$ cat src/otc_pkg.sv
// shared constants for the oscillator tuning control block
package otc_pkg;

  // register bus geometry
  localparam int unsigned ADDR_W = 13;
  localparam int unsigned DATA_W = 8;

  // register addresses
  localparam logic [12:0] ADDR_CONTROL     = 13'h11D;
  localparam logic [12:0] ADDR_TUNING_B0   = 13'h11E;
  localparam logic [12:0] ADDR_TUNING_B1   = 13'h11F;
  localparam logic [12:0] ADDR_TUNING_B2   = 13'h120;
  localparam logic [12:0] ADDR_TUNING_B3   = 13'h121;
  localparam logic [12:0] ADDR_START_PH_LO = 13'h122;
  localparam logic [12:0] ADDR_START_PH_HI = 13'h123;

  // control field positions
  localparam int unsigned CTRL_ENABLE_BIT    = 0;
  localparam int unsigned CTRL_AMP_DITH_BIT  = 1;
  localparam int unsigned CTRL_PH_DITH_BIT   = 2;
  localparam int unsigned CTRL_W             = 3;

  // reset values
  localparam logic [2:0]  CONTROL_RST   = 3'h0;
  localparam logic [31:0] TUNING_RST    = 32'h0000_0000;
  localparam logic [15:0] START_PH_RST  = 16'h0000;
  localparam logic [15:0] LFSR_SEED     = 16'hACE1;
  localparam logic [15:0] LFSR_TAPS     = 16'hB400;

  // datapath widths
  localparam int unsigned SAMPLE_W  = 12;
  localparam int unsigned WAVE_W    = 13;
  localparam int unsigned PROD_W    = 25;
  localparam int unsigned PHASE_W   = 32;
  localparam int unsigned LUTPH_W   = 16;

  // product rounding addend used for amplitude dither, half an output lsb
  localparam logic signed [24:0] AMP_DITH_ADD = 25'sh0000400;

  // quarter-wave magnitude table, full scale 2047
  localparam logic [11:0] QTR_0 = 12'h0C9;
  localparam logic [11:0] QTR_1 = 12'h252;
  localparam logic [11:0] QTR_2 = 12'h3C5;
  localparam logic [11:0] QTR_3 = 12'h513;
  localparam logic [11:0] QTR_4 = 12'h62E;
  localparam logic [11:0] QTR_5 = 12'h70D;
  localparam logic [11:0] QTR_6 = 12'h7A7;
  localparam logic [11:0] QTR_7 = 12'h7F5;

  // quarter-turn offset for the cosine phase
  localparam logic [15:0] QUARTER_TURN = 16'h4000;

endpackage : otc_pkg

$ cat src/otc_tuning_oscillator.sv
// tuning oscillator: control registers, phase accumulator and mixer
// Contract
// RQ1 - control bit 2 set enables phase dither; cleared runs without it
// RQ2 - control bit 1 set enables amplitude dither; cleared runs without it
// RQ3 - control bit 0 set runs the 32-bit oscillator at the tuning word
// RQ4 - control bit 0 clear bypasses data unchanged and stops the oscillator
// RQ5 - tuning word built from bytes 0x11E (bits 7:0) up to 0x121 (31:24)
// RQ6 - tuning word is twos complement, 2^32 times frequency over sample rate
// RQ7 - start-phase word: 0x122 gives bits 7:0, 0x123 gives bits 15:8
// RQ8 - start-phase word loads on oscillator start and on each sync pulse; a sync while stopped is dropped
// RQ9 - software computes start phase as 2^16 times degrees over 360
// RQ10 - accumulator adds tuning word once per sample, wraps modulo 2^32
`timescale 1ns/10ps
`default_nettype none

module otc_tuning_oscillator
  import otc_pkg::*;
(
  // clock and reset
  input  wire logic                core_clk_in,
  input  wire logic                rst_in,
  // register port from the serial port decoder
  input  wire logic                reg_wr_en_in,
  input  wire logic                reg_rd_en_in,
  input  wire logic [ADDR_W-1:0]   reg_addr_in,
  input  wire logic [DATA_W-1:0]   reg_wdata_in,
  output logic      [DATA_W-1:0]   reg_rdata_out,
  output logic                     reg_rvalid_out,
  // sample stream, one enable per divided sample clock
  input  wire logic                sample_en_in,
  input  wire logic [SAMPLE_W-1:0] sample_data_in,
  // external synchronisation pin
  input  wire logic                sync_in,
  // mixed output
  output logic      [SAMPLE_W-1:0] mix_i_out,
  output logic      [SAMPLE_W-1:0] mix_q_out,
  output logic                     mix_valid_out
);

  // signed wave value from a 16-bit phase, quarter table mirrored
  function automatic logic signed [WAVE_W-1:0] wave_of(input logic [LUTPH_W-1:0] ph);
    logic [2:0]  idx;
    logic [11:0] mag;
    idx = ph[14] ? ~ph[13:11] : ph[13:11];
    unique case (idx)
      3'h0: mag = QTR_0;
      3'h1: mag = QTR_1;
      3'h2: mag = QTR_2;
      3'h3: mag = QTR_3;
      3'h4: mag = QTR_4;
      3'h5: mag = QTR_5;
      3'h6: mag = QTR_6;
      3'h7: mag = QTR_7;
    endcase
    return ph[15] ? -$signed({1'b0, mag}) : $signed({1'b0, mag});
  endfunction

  // ---------------- register file ----------------
  logic [CTRL_W-1:0]  ctrl_q, ctrl_d;
  logic [31:0]        tune_q, tune_d;
  logic [15:0]        sphase_q, sphase_d;
  logic [DATA_W-1:0]  rdata_q, rdata_d;
  logic               rvalid_q, rvalid_d;

  always_comb begin
    ctrl_d   = ctrl_q;
    tune_d   = tune_q;
    sphase_d = sphase_q;
    rvalid_d = reg_rd_en_in;
    rdata_d  = 8'h00;
    if (reg_wr_en_in) begin
      unique case (reg_addr_in)
        ADDR_CONTROL:     ctrl_d          = reg_wdata_in[CTRL_W-1:0];
        ADDR_TUNING_B0:   tune_d[7:0]     = reg_wdata_in; // RQ5
        ADDR_TUNING_B1:   tune_d[15:8]    = reg_wdata_in; // RQ5
        ADDR_TUNING_B2:   tune_d[23:16]   = reg_wdata_in; // RQ5
        ADDR_TUNING_B3:   tune_d[31:24]   = reg_wdata_in; // RQ5
        ADDR_START_PH_LO: sphase_d[7:0]   = reg_wdata_in; // RQ7
        ADDR_START_PH_HI: sphase_d[15:8]  = reg_wdata_in; // RQ7
        default:          ;
      endcase
    end
    // unmapped addresses and reserved bits read as zero
    if (reg_rd_en_in) begin
      unique case (reg_addr_in)
        ADDR_CONTROL:     rdata_d = {5'h00, ctrl_q};
        ADDR_TUNING_B0:   rdata_d = tune_q[7:0];
        ADDR_TUNING_B1:   rdata_d = tune_q[15:8];
        ADDR_TUNING_B2:   rdata_d = tune_q[23:16];
        ADDR_TUNING_B3:   rdata_d = tune_q[31:24];
        ADDR_START_PH_LO: rdata_d = sphase_q[7:0];
        ADDR_START_PH_HI: rdata_d = sphase_q[15:8];
        default:          rdata_d = 8'h00;
      endcase
    end
  end

  always_ff @(posedge core_clk_in) begin
    if (rst_in) begin
      ctrl_q   <= CONTROL_RST;
      tune_q   <= TUNING_RST;
      sphase_q <= START_PH_RST;
      rdata_q  <= 8'h00;
      rvalid_q <= 1'b0;
    end else begin
      ctrl_q   <= ctrl_d;
      tune_q   <= tune_d;
      sphase_q <= sphase_d;
      rdata_q  <= rdata_d;
      rvalid_q <= rvalid_d;
    end
  end

  assign reg_rdata_out  = rdata_q;
  assign reg_rvalid_out = rvalid_q;

  // ---------------- sync pin and start detect ----------------
  logic sync_meta_q, sync_meta_d;
  logic sync_sync_q, sync_sync_d;
  logic sync_prev_q, sync_prev_d;
  logic en_prev_q,   en_prev_d;
  logic osc_en;
  logic start_evt;
  logic sync_evt;
  logic load_phase;

  always_comb begin
    sync_meta_d = sync_in;
    sync_sync_d = sync_meta_q;
    sync_prev_d = sync_sync_q;
    en_prev_d   = ctrl_q[CTRL_ENABLE_BIT];
  end

  always_ff @(posedge core_clk_in) begin
    if (rst_in) begin
      sync_meta_q <= 1'b0;
      sync_sync_q <= 1'b0;
      sync_prev_q <= 1'b0;
      en_prev_q   <= 1'b0;
    end else begin
      sync_meta_q <= sync_meta_d;
      sync_sync_q <= sync_sync_d;
      sync_prev_q <= sync_prev_d;
      en_prev_q   <= en_prev_d;
    end
  end

  assign osc_en    = ctrl_q[CTRL_ENABLE_BIT];
  assign start_evt = osc_en & ~en_prev_q;
  // a sync while stopped is dropped: the next start reloads the phase anyway
  assign sync_evt   = osc_en & sync_sync_q & ~sync_prev_q;
  assign load_phase = start_evt | sync_evt; // RQ8

  // ---------------- accumulator, dither and mixer ----------------
  logic [PHASE_W-1:0]       phase_q, phase_d;
  logic [15:0]              lfsr_q, lfsr_d;
  logic [SAMPLE_W-1:0]      mi_q, mi_d;
  logic [SAMPLE_W-1:0]      mq_q, mq_d;
  logic                     mv_q, mv_d;
  logic [LUTPH_W-1:0]       lut_phase;
  logic signed [PROD_W-1:0] amp_add;
  logic signed [PROD_W-1:0] prod_i;
  logic signed [PROD_W-1:0] prod_q;

  always_comb begin
    lut_phase = phase_q[31:16];
    if (ctrl_q[CTRL_PH_DITH_BIT]) begin
      lut_phase = phase_q[31:16] + {12'h000, lfsr_q[3:0]}; // RQ1
    end
    amp_add = '0;
    if (ctrl_q[CTRL_AMP_DITH_BIT] && lfsr_q[0]) begin
      amp_add = AMP_DITH_ADD; // RQ2
    end
    prod_i = $signed(sample_data_in) * wave_of(lut_phase + QUARTER_TURN) + amp_add;
    prod_q = $signed(sample_data_in) * wave_of(lut_phase) + amp_add;

    phase_d = phase_q;
    lfsr_d  = lfsr_q;
    if (load_phase) begin
      phase_d = {sphase_q, 16'h0000}; // RQ8
    end else if (osc_en && sample_en_in) begin
      // twos complement word: negative words simply wrap backwards
      phase_d = phase_q + tune_q; // RQ3 RQ6 RQ10
    end
    // dither source only runs with the oscillator, saving power when stopped
    if (osc_en && sample_en_in) begin
      lfsr_d = lfsr_q[0] ? ((lfsr_q >> 1) ^ LFSR_TAPS) : (lfsr_q >> 1);
    end

    mi_d = mi_q;
    mq_d = mq_q;
    mv_d = sample_en_in;
    if (sample_en_in) begin
      if (osc_en) begin
        mi_d = prod_i[22:11]; // RQ3
        mq_d = prod_q[22:11];
      end else begin
        mi_d = sample_data_in; // RQ4
        mq_d = 12'h000;
      end
    end
  end

  always_ff @(posedge core_clk_in) begin
    if (rst_in) begin
      phase_q <= 32'h0000_0000;
      lfsr_q  <= LFSR_SEED;
      mi_q    <= 12'h000;
      mq_q    <= 12'h000;
      mv_q    <= 1'b0;
    end else begin
      phase_q <= phase_d;
      lfsr_q  <= lfsr_d;
      mi_q    <= mi_d;
      mq_q    <= mq_d;
      mv_q    <= mv_d;
    end
  end

  assign mix_i_out     = mi_q;
  assign mix_q_out     = mq_q;
  assign mix_valid_out = mv_q;

  // ---------------- checks ----------------
  // reference products without amplitude dither (ref_i also without phase dither), so a stuck dither path shows up
  logic signed [PROD_W-1:0]   ref_i;
  logic signed [PROD_W-1:0]   ref_q;
  logic        [SAMPLE_W-1:0] ref_i_hi;
  logic        [SAMPLE_W-1:0] ref_q_hi;
  assign ref_i    = $signed(sample_data_in) * wave_of(phase_q[31:16] + QUARTER_TURN);
  assign ref_q    = $signed(sample_data_in) * wave_of(lut_phase);
  assign ref_i_hi = ref_i[22:11];
  assign ref_q_hi = ref_q[22:11];

  a_phase_dither_off: assert property (@(posedge core_clk_in) disable iff (rst_in) // RQ1
    (sample_en_in && osc_en && ctrl_q[2:1] == 2'b00)
      |=> mix_i_out == $past(ref_i_hi))
    else $error("undithered mix differs from plain phase");

  a_amp_dither_off: assert property (@(posedge core_clk_in) disable iff (rst_in) // RQ2
    (sample_en_in && osc_en && !ctrl_q[CTRL_AMP_DITH_BIT])
      |=> mix_q_out == $past(ref_q_hi))
    else $error("amplitude dither active while disabled");

  a_phase_advance: assert property (@(posedge core_clk_in) disable iff (rst_in) // RQ3
    (osc_en && sample_en_in && !load_phase)
      |=> phase_q == $past(phase_q) + $past(tune_q))
    else $error("accumulator did not advance by tuning word");

  a_bypass_data: assert property (@(posedge core_clk_in) disable iff (rst_in) // RQ4
    (!osc_en && sample_en_in)
      |=> mix_valid_out && mix_i_out == $past(sample_data_in) && mix_q_out == 12'h000)
    else $error("bypass did not pass data unchanged");

  a_stopped_hold: assert property (@(posedge core_clk_in) disable iff (rst_in) // RQ4
    (!osc_en && !$rose(osc_en)) |=> $stable(phase_q) && $stable(lfsr_q))
    else $error("oscillator ran while disabled");

  a_tuning_bytes: assert property (@(posedge core_clk_in) disable iff (rst_in) // RQ5
    (reg_wr_en_in && reg_addr_in == ADDR_TUNING_B3)
      ##1 (reg_rd_en_in && reg_addr_in == ADDR_TUNING_B3)
      |=> reg_rvalid_out && reg_rdata_out == $past(tune_q[31:24]) &&
          tune_q[31:24] == $past(reg_wdata_in, 2))
    else $error("tuning top byte not stored or read back");

  a_negative_word: assert property (@(posedge core_clk_in) disable iff (rst_in) // RQ6
    (osc_en && sample_en_in && !load_phase && tune_q[31])
      |=> phase_q == $past(phase_q) - (~$past(tune_q) + 32'h0000_0001))
    else $error("negative tuning word not applied as decrement");

  a_start_phase_hi: assert property (@(posedge core_clk_in) disable iff (rst_in) // RQ7
    (reg_wr_en_in && reg_addr_in == ADDR_START_PH_HI)
      |=> sphase_q[15:8] == $past(reg_wdata_in) && $stable(sphase_q[7:0]))
    else $error("start phase high byte not stored");

  a_start_load: assert property (@(posedge core_clk_in) disable iff (rst_in) // RQ8
    $rose(osc_en) |=> phase_q == {$past(sphase_q), 16'h0000})
    else $error("start phase not loaded on start");

  a_sync_load: assert property (@(posedge core_clk_in) disable iff (rst_in) // RQ8
    (osc_en && $rose(sync_sync_q) && $past(sync_prev_q) == $past(sync_sync_q))
      |=> phase_q == {$past(sphase_q), 16'h0000})
    else $error("start phase not loaded on sync");

  a_one_step: assert property (@(posedge core_clk_in) disable iff (rst_in) // RQ10
    (!sample_en_in && !load_phase) |=> $stable(phase_q))
    else $error("accumulator moved without a sample enable");

  a_start_phase_lo: assert property (@(posedge core_clk_in) disable iff (rst_in) // RQ7
    (reg_wr_en_in && reg_addr_in == ADDR_START_PH_LO)
      |=> sphase_q[7:0] == $past(reg_wdata_in) && $stable(sphase_q[15:8]))
    else $error("start phase low byte not stored");

  a_tuning_low: assert property (@(posedge core_clk_in) disable iff (rst_in) // RQ5
    (reg_wr_en_in && reg_addr_in == ADDR_TUNING_B0)
      |=> tune_q[7:0] == $past(reg_wdata_in) && $stable(tune_q[31:8]))
    else $error("tuning low byte not stored");

  a_read_answer: assert property (@(posedge core_clk_in) disable iff (rst_in) // RQ5
    reg_rd_en_in |=> reg_rvalid_out)
    else $error("read strobe got no valid answer");

  a_read_idle: assert property (@(posedge core_clk_in) disable iff (rst_in) // RQ7
    !reg_rd_en_in |=> !reg_rvalid_out && reg_rdata_out == 8'h00)
    else $error("read data or valid stood without a read");

endmodule : otc_tuning_oscillator

`default_nettype wire

$ cat config.mk
export PLATFORM = sky130hd
export DESIGN_NAME = otc_tuning_oscillator
export DESIGN_NICKNAME = d
export VERILOG_FILES = /design/src/otc_pkg.sv /design/src/otc_tuning_oscillator.sv
export SDC_FILE = /design/constraint.sdc
export NUM_CORES = 1
export LEC_CHECK = 0
export BUFFER_PORTS_ARGS = -buffer_cell sky130_fd_sc_hd__buf_2
export CAP_MARGIN = 20
export CORE_MARGIN = 3
export CORE_UTILIZATION = 25
export CTS_CLUSTER_DIAMETER = 80
export DETAILED_ROUTE_END_ITERATION = 6
export PLACE_DENSITY = 0.51
export SYNTH_ARGS = -nofsm -noshare
export SYNTH_HDL_FRONTEND = slang
export SYNTH_SLANG_ARGS = --single-unit
$ cat constraint.sdc
create_clock -name core_clk_in -period 22.3 [get_ports core_clk_in]
set_clock_uncertainty 0.2 [all_clocks]
set_input_delay 4.46 -clock core_clk_in [delete_from_list [all_inputs] [get_ports core_clk_in]]
set_output_delay 4.46 -clock core_clk_in [all_outputs]
set_load 0.01 [all_outputs]
==> impl_metrics.py <==
metrics = {
    "sta": {
        "min_period_over_period_pct": 46.39,
        "slew_violations": 0,
        "finalHoldViolations": 0,
        "tns_ns": 0,
        "worst_pin_slew_ns": 1.084,
        "timing.slew.headroom_pct": 27.23,
        "fmax_ghz": 0.09667,
        "fin_crit_ns": 10.34,
        "grt_setup_unrepaired": "no",
        "setup_viol": 0,
    },
    "clock_network": {
        "post_cts_buffers": 0,
        "cts.htree.levels": 4,
        "cts_hold_buf": 0,
        "cts-root-buf": "clkbuf_16",
        "cts_resized": 0,
        "cts_tree": "built",
        "insertion_delay_ns": 0.44,
        "cts_buffer_depth": 2,
        "cts_sinks": 137,
        "clk_pin_slew_worst_paths_ns": 0.06,
        "numCtsBuffers": 17,
    },
    "detailed_routing": {
        "met1_length_mm": 22.58,
        "routed_wl_mm": 49.34,
        "ant_nets": 0,
        "wl_per_cell_um": 15.88,
        "drt_first_pass_iters": 6,
        "wl_met3_mm": 1.860,
        "drt_iter0_markers": 855,
        "drc": 0,
        "route.met2.wl_mm": 24.06,
        "vias": 14210,
        "top_layer_used": "met5",
        "via_per_inst": 4.575,
    },
    "setup_path": {
        "arrival_ns": 10.44,
        "required_ns": 22.40,
        "cpMaxStageDelayCell": "mux2i_1",
        "crit_type": "reg -> reg",
        "cp_common_cell": "inv_1",
        "crit_fanout": 12,
        "crit_path_end_kind": "register",
        "reg2reg_slack_ns": 11.96,
        "critPathMaxStageDelay_ns": 0.74,
        "cp-start-kind": "register",
    },
    "min_path": {
        "hold_class": "reg -> reg",
    },
    "finish": {
        "utilization_pct": 28.12,
        "drive_gt1_share_pct": 7.332,
        "fill_cells": 7635,
        "syn2layout_area_growth_pct": 10.76,
        "layoutNonFillerInstCount": 3107,
        "fin_nets": 2596,
    },
    "global_route": {
        "antenna_found_initial": 3,
        "grtUsageTotal_pct": 13.27,
        "grt_max_degree": 81,
        "grt_pass1_wl_mm": 82.21,
        "grt_overflow": 0,
        "grt_pass1_vias": 14830,
    },
    "logic_synthesis": {
        "synth_cell_types": 78,
        "synth_flop_cell": "dfxtp_1",
        "synth_top_area_share_pct": 30.02,
        "synth_edf_count": 0,
        "yosysTopAreaCell": "fa_1",
        "yosysWarningCount": 0,
        "synth.most_common_cell": "inv_1",
        "synth_nets": 2583,
        "ys_seq_area_share_pct": 15.01,
        "ys_top_cells_by_area": "fa_1 30%, dfxtp_1 15%, ha_1 9.7%",
        "synthArstFlopShare_pct": 0,
        "synthCells": 2129,
        "syn-cell-area_mm2": 0.01827,
        "ys_ff_latch": 137,
        "synth_area_per_cell_um2": 8.583,
        "synth.top_cells.by_count": "355 x inv_1, 274 x fa_1, 267 x nand2_1",
    },
    "pwr": {
        "switchingPower_mw": 0.4723,
        "design_power_total_mw": 1.130,
        "pwr-share-seq_pct": 21.9,
        "switching_share_pct": 41.79,
        "power_density_mw_per_mm2": 55.85,
        "p_comb_share_pct": 50.8,
        "intPower_mw": 0.6580,
        "p_clk_share_pct": 27.3,
        "ir_drop_uv": 76.38,
        "p_leak_nw": 9.182,
    },
    "run_status": {
        "status": "finished, final reports clean",
    },
    "die": {
        "die_area_mm2": 0.07637,
        "core_mm2": 0.07198,
        "fp.dieW_um": 276.4,
        "initial_core_util_pct": 25.39,
        "rows": 98,
        "ioPinCount": 73,
        "die_h_um": 276.4,
    },
    "place": {
        "globalplace.congestion": 0.8370,
        "dp.cells": 3070,
        "io_buffers": 72,
        "place_hpwl_mm": 38.66,
    },
    "flow_run": {
        "maxCapViolCount": 0,
    },
}
through the flow:
step / hold WS [ns] / setup WS (ns) / area [µm²]
CTS: 0.2427 / 11.87 / 20210
floorplan: 0.2103 / 12.32 / 18270
finish: 0.2407 / 11.96 / 20240
detailed placement: 0.2204 / 11.61 / 19590
global placement: 0.2206 / 11.72 / 19580
global route: 0.2644 / 11.24 / 20240
layout make-up:
cell class	instances	area, µm²	area share [%]
Clock buffer	17	425.4	2.102
Multi-Input combinational cell	1531	13790	68.13
Sequential cell	137	2743	13.55
Inverter	359	1348	6.658
Clock inverter	15	193.9	0.9582
Tap cell	950	1189	5.873
Timing Repair Buffer	96	546.8	2.702
Antenna cell	2	5.005	0.02473
kinds of logic after synthesis:
logic type / count (synthesis) / share of synthesized area, %
AOI/OAI and AO/OA: 300 / 10.60
xor gates and xnor gates: 85 / 4.074
adders and majority gates: 415 / 39.67
buffers and inverters: 461 / 9.668
DFF: 137 / 15.01
muxes: 53 / 3.471
and+or+nand+nor: 678 / 17.51
per-layer routing:
| metal | global-route usage (%) | vias up |
|---|---|---|
| li1 | - | 6800 |
| met1 | 17.74 | 7111 |
| met2 | 22.63 | 264 |
| met3 | 1.756 | 37 |
| met4 | 3.304 | 2 |
| met5 | 0 | - |
registers in the layout, indices dropped and copies added, names as in the netlist, 3 cells and up:
name           cells
phase_q           32
mix_q_out         12
tune_q            32
reg_rdata_out      8
sphase_q          16
lfsr_q            16
mix_i_out         12
ctrl_q             3
placed cells by master (no fill, tap or decap), types with 5 or more instances in the layout:
master,netlist,routed
nor3_1,23,23
nand4_1,6,6
inv_1,355,355
and2_1,129,129
a31oi_1,15,15
o211ai_1,5,5
a211oi_1,20,20
a222oi_1,5,5
and3_1,13,13
a21o_1,14,14
ha_1,141,141
or3_1,5,5
a22oi_1,10,10
nand3_1,43,43
nor2_1,146,145
nand2_1,267,266
inv_8,0,5
o21ai_1,5,6
xnor2_1,64,63
nand2b_1,6,6
nor2b_1,9,9
fa_1,274,274
clkbuf_16,0,17
o21a_1,11,11
a21boi_0,5,5
o21ai_0,50,49
mux4_2,8,8
nor3b_1,5,5
buf_2,16,71
xor2_1,21,20
a21oi_1,104,104
buf_4,0,24
mux2i_1,42,42
dfxtp_1,137,137
nand3b_1,6,6
o21bai_1,6,6
o22ai_1,10,10
worst max-delay path: cells and delay by family (launching register included):
| kind | cells | cell delay (ns) |
|---|---|---|
| buffers and inverters | 6 | 0.73 |
| multiplexers | 1 | 0.74 |
| flip-flops | 1 | 0.33 |
| AO/OA/AOI/OAI | 12 | 3.26 |
| AND/OR/NAND/NOR | 4 | 1.01 |
| XOR/XNOR | 1 | 0.16 |
| adder cells (fa/ha/maj) | 9 | 3.75 |
final timing paths:
kind,startpoint,to,depth (start not counted)
worst max-delay path,phase_q[17],mix_q_out[10],33
worst min-delay path,sync_prev_d,sync_prev_q,2
worst min register to register,sync_prev_d,sync_prev_q,2
worst max register to register,phase_q[17],mix_q_out[10],33
power groups by stage:
stage / Combinational [mW] / Sequential [mW] / Clock [mW]
floorplan: 0.441 / 0.254 / 0
global placement: 0.569 / 0.253 / 0
detailed placement: 0.577 / 0.253 / 0
CTS: 0.583 / 0.248 / 0.319
global route: 0.676 / 0.248 / 0.328
finish: 0.574 / 0.248 / 0.309
No activity file was read; power rests on OpenSTA's default activity.
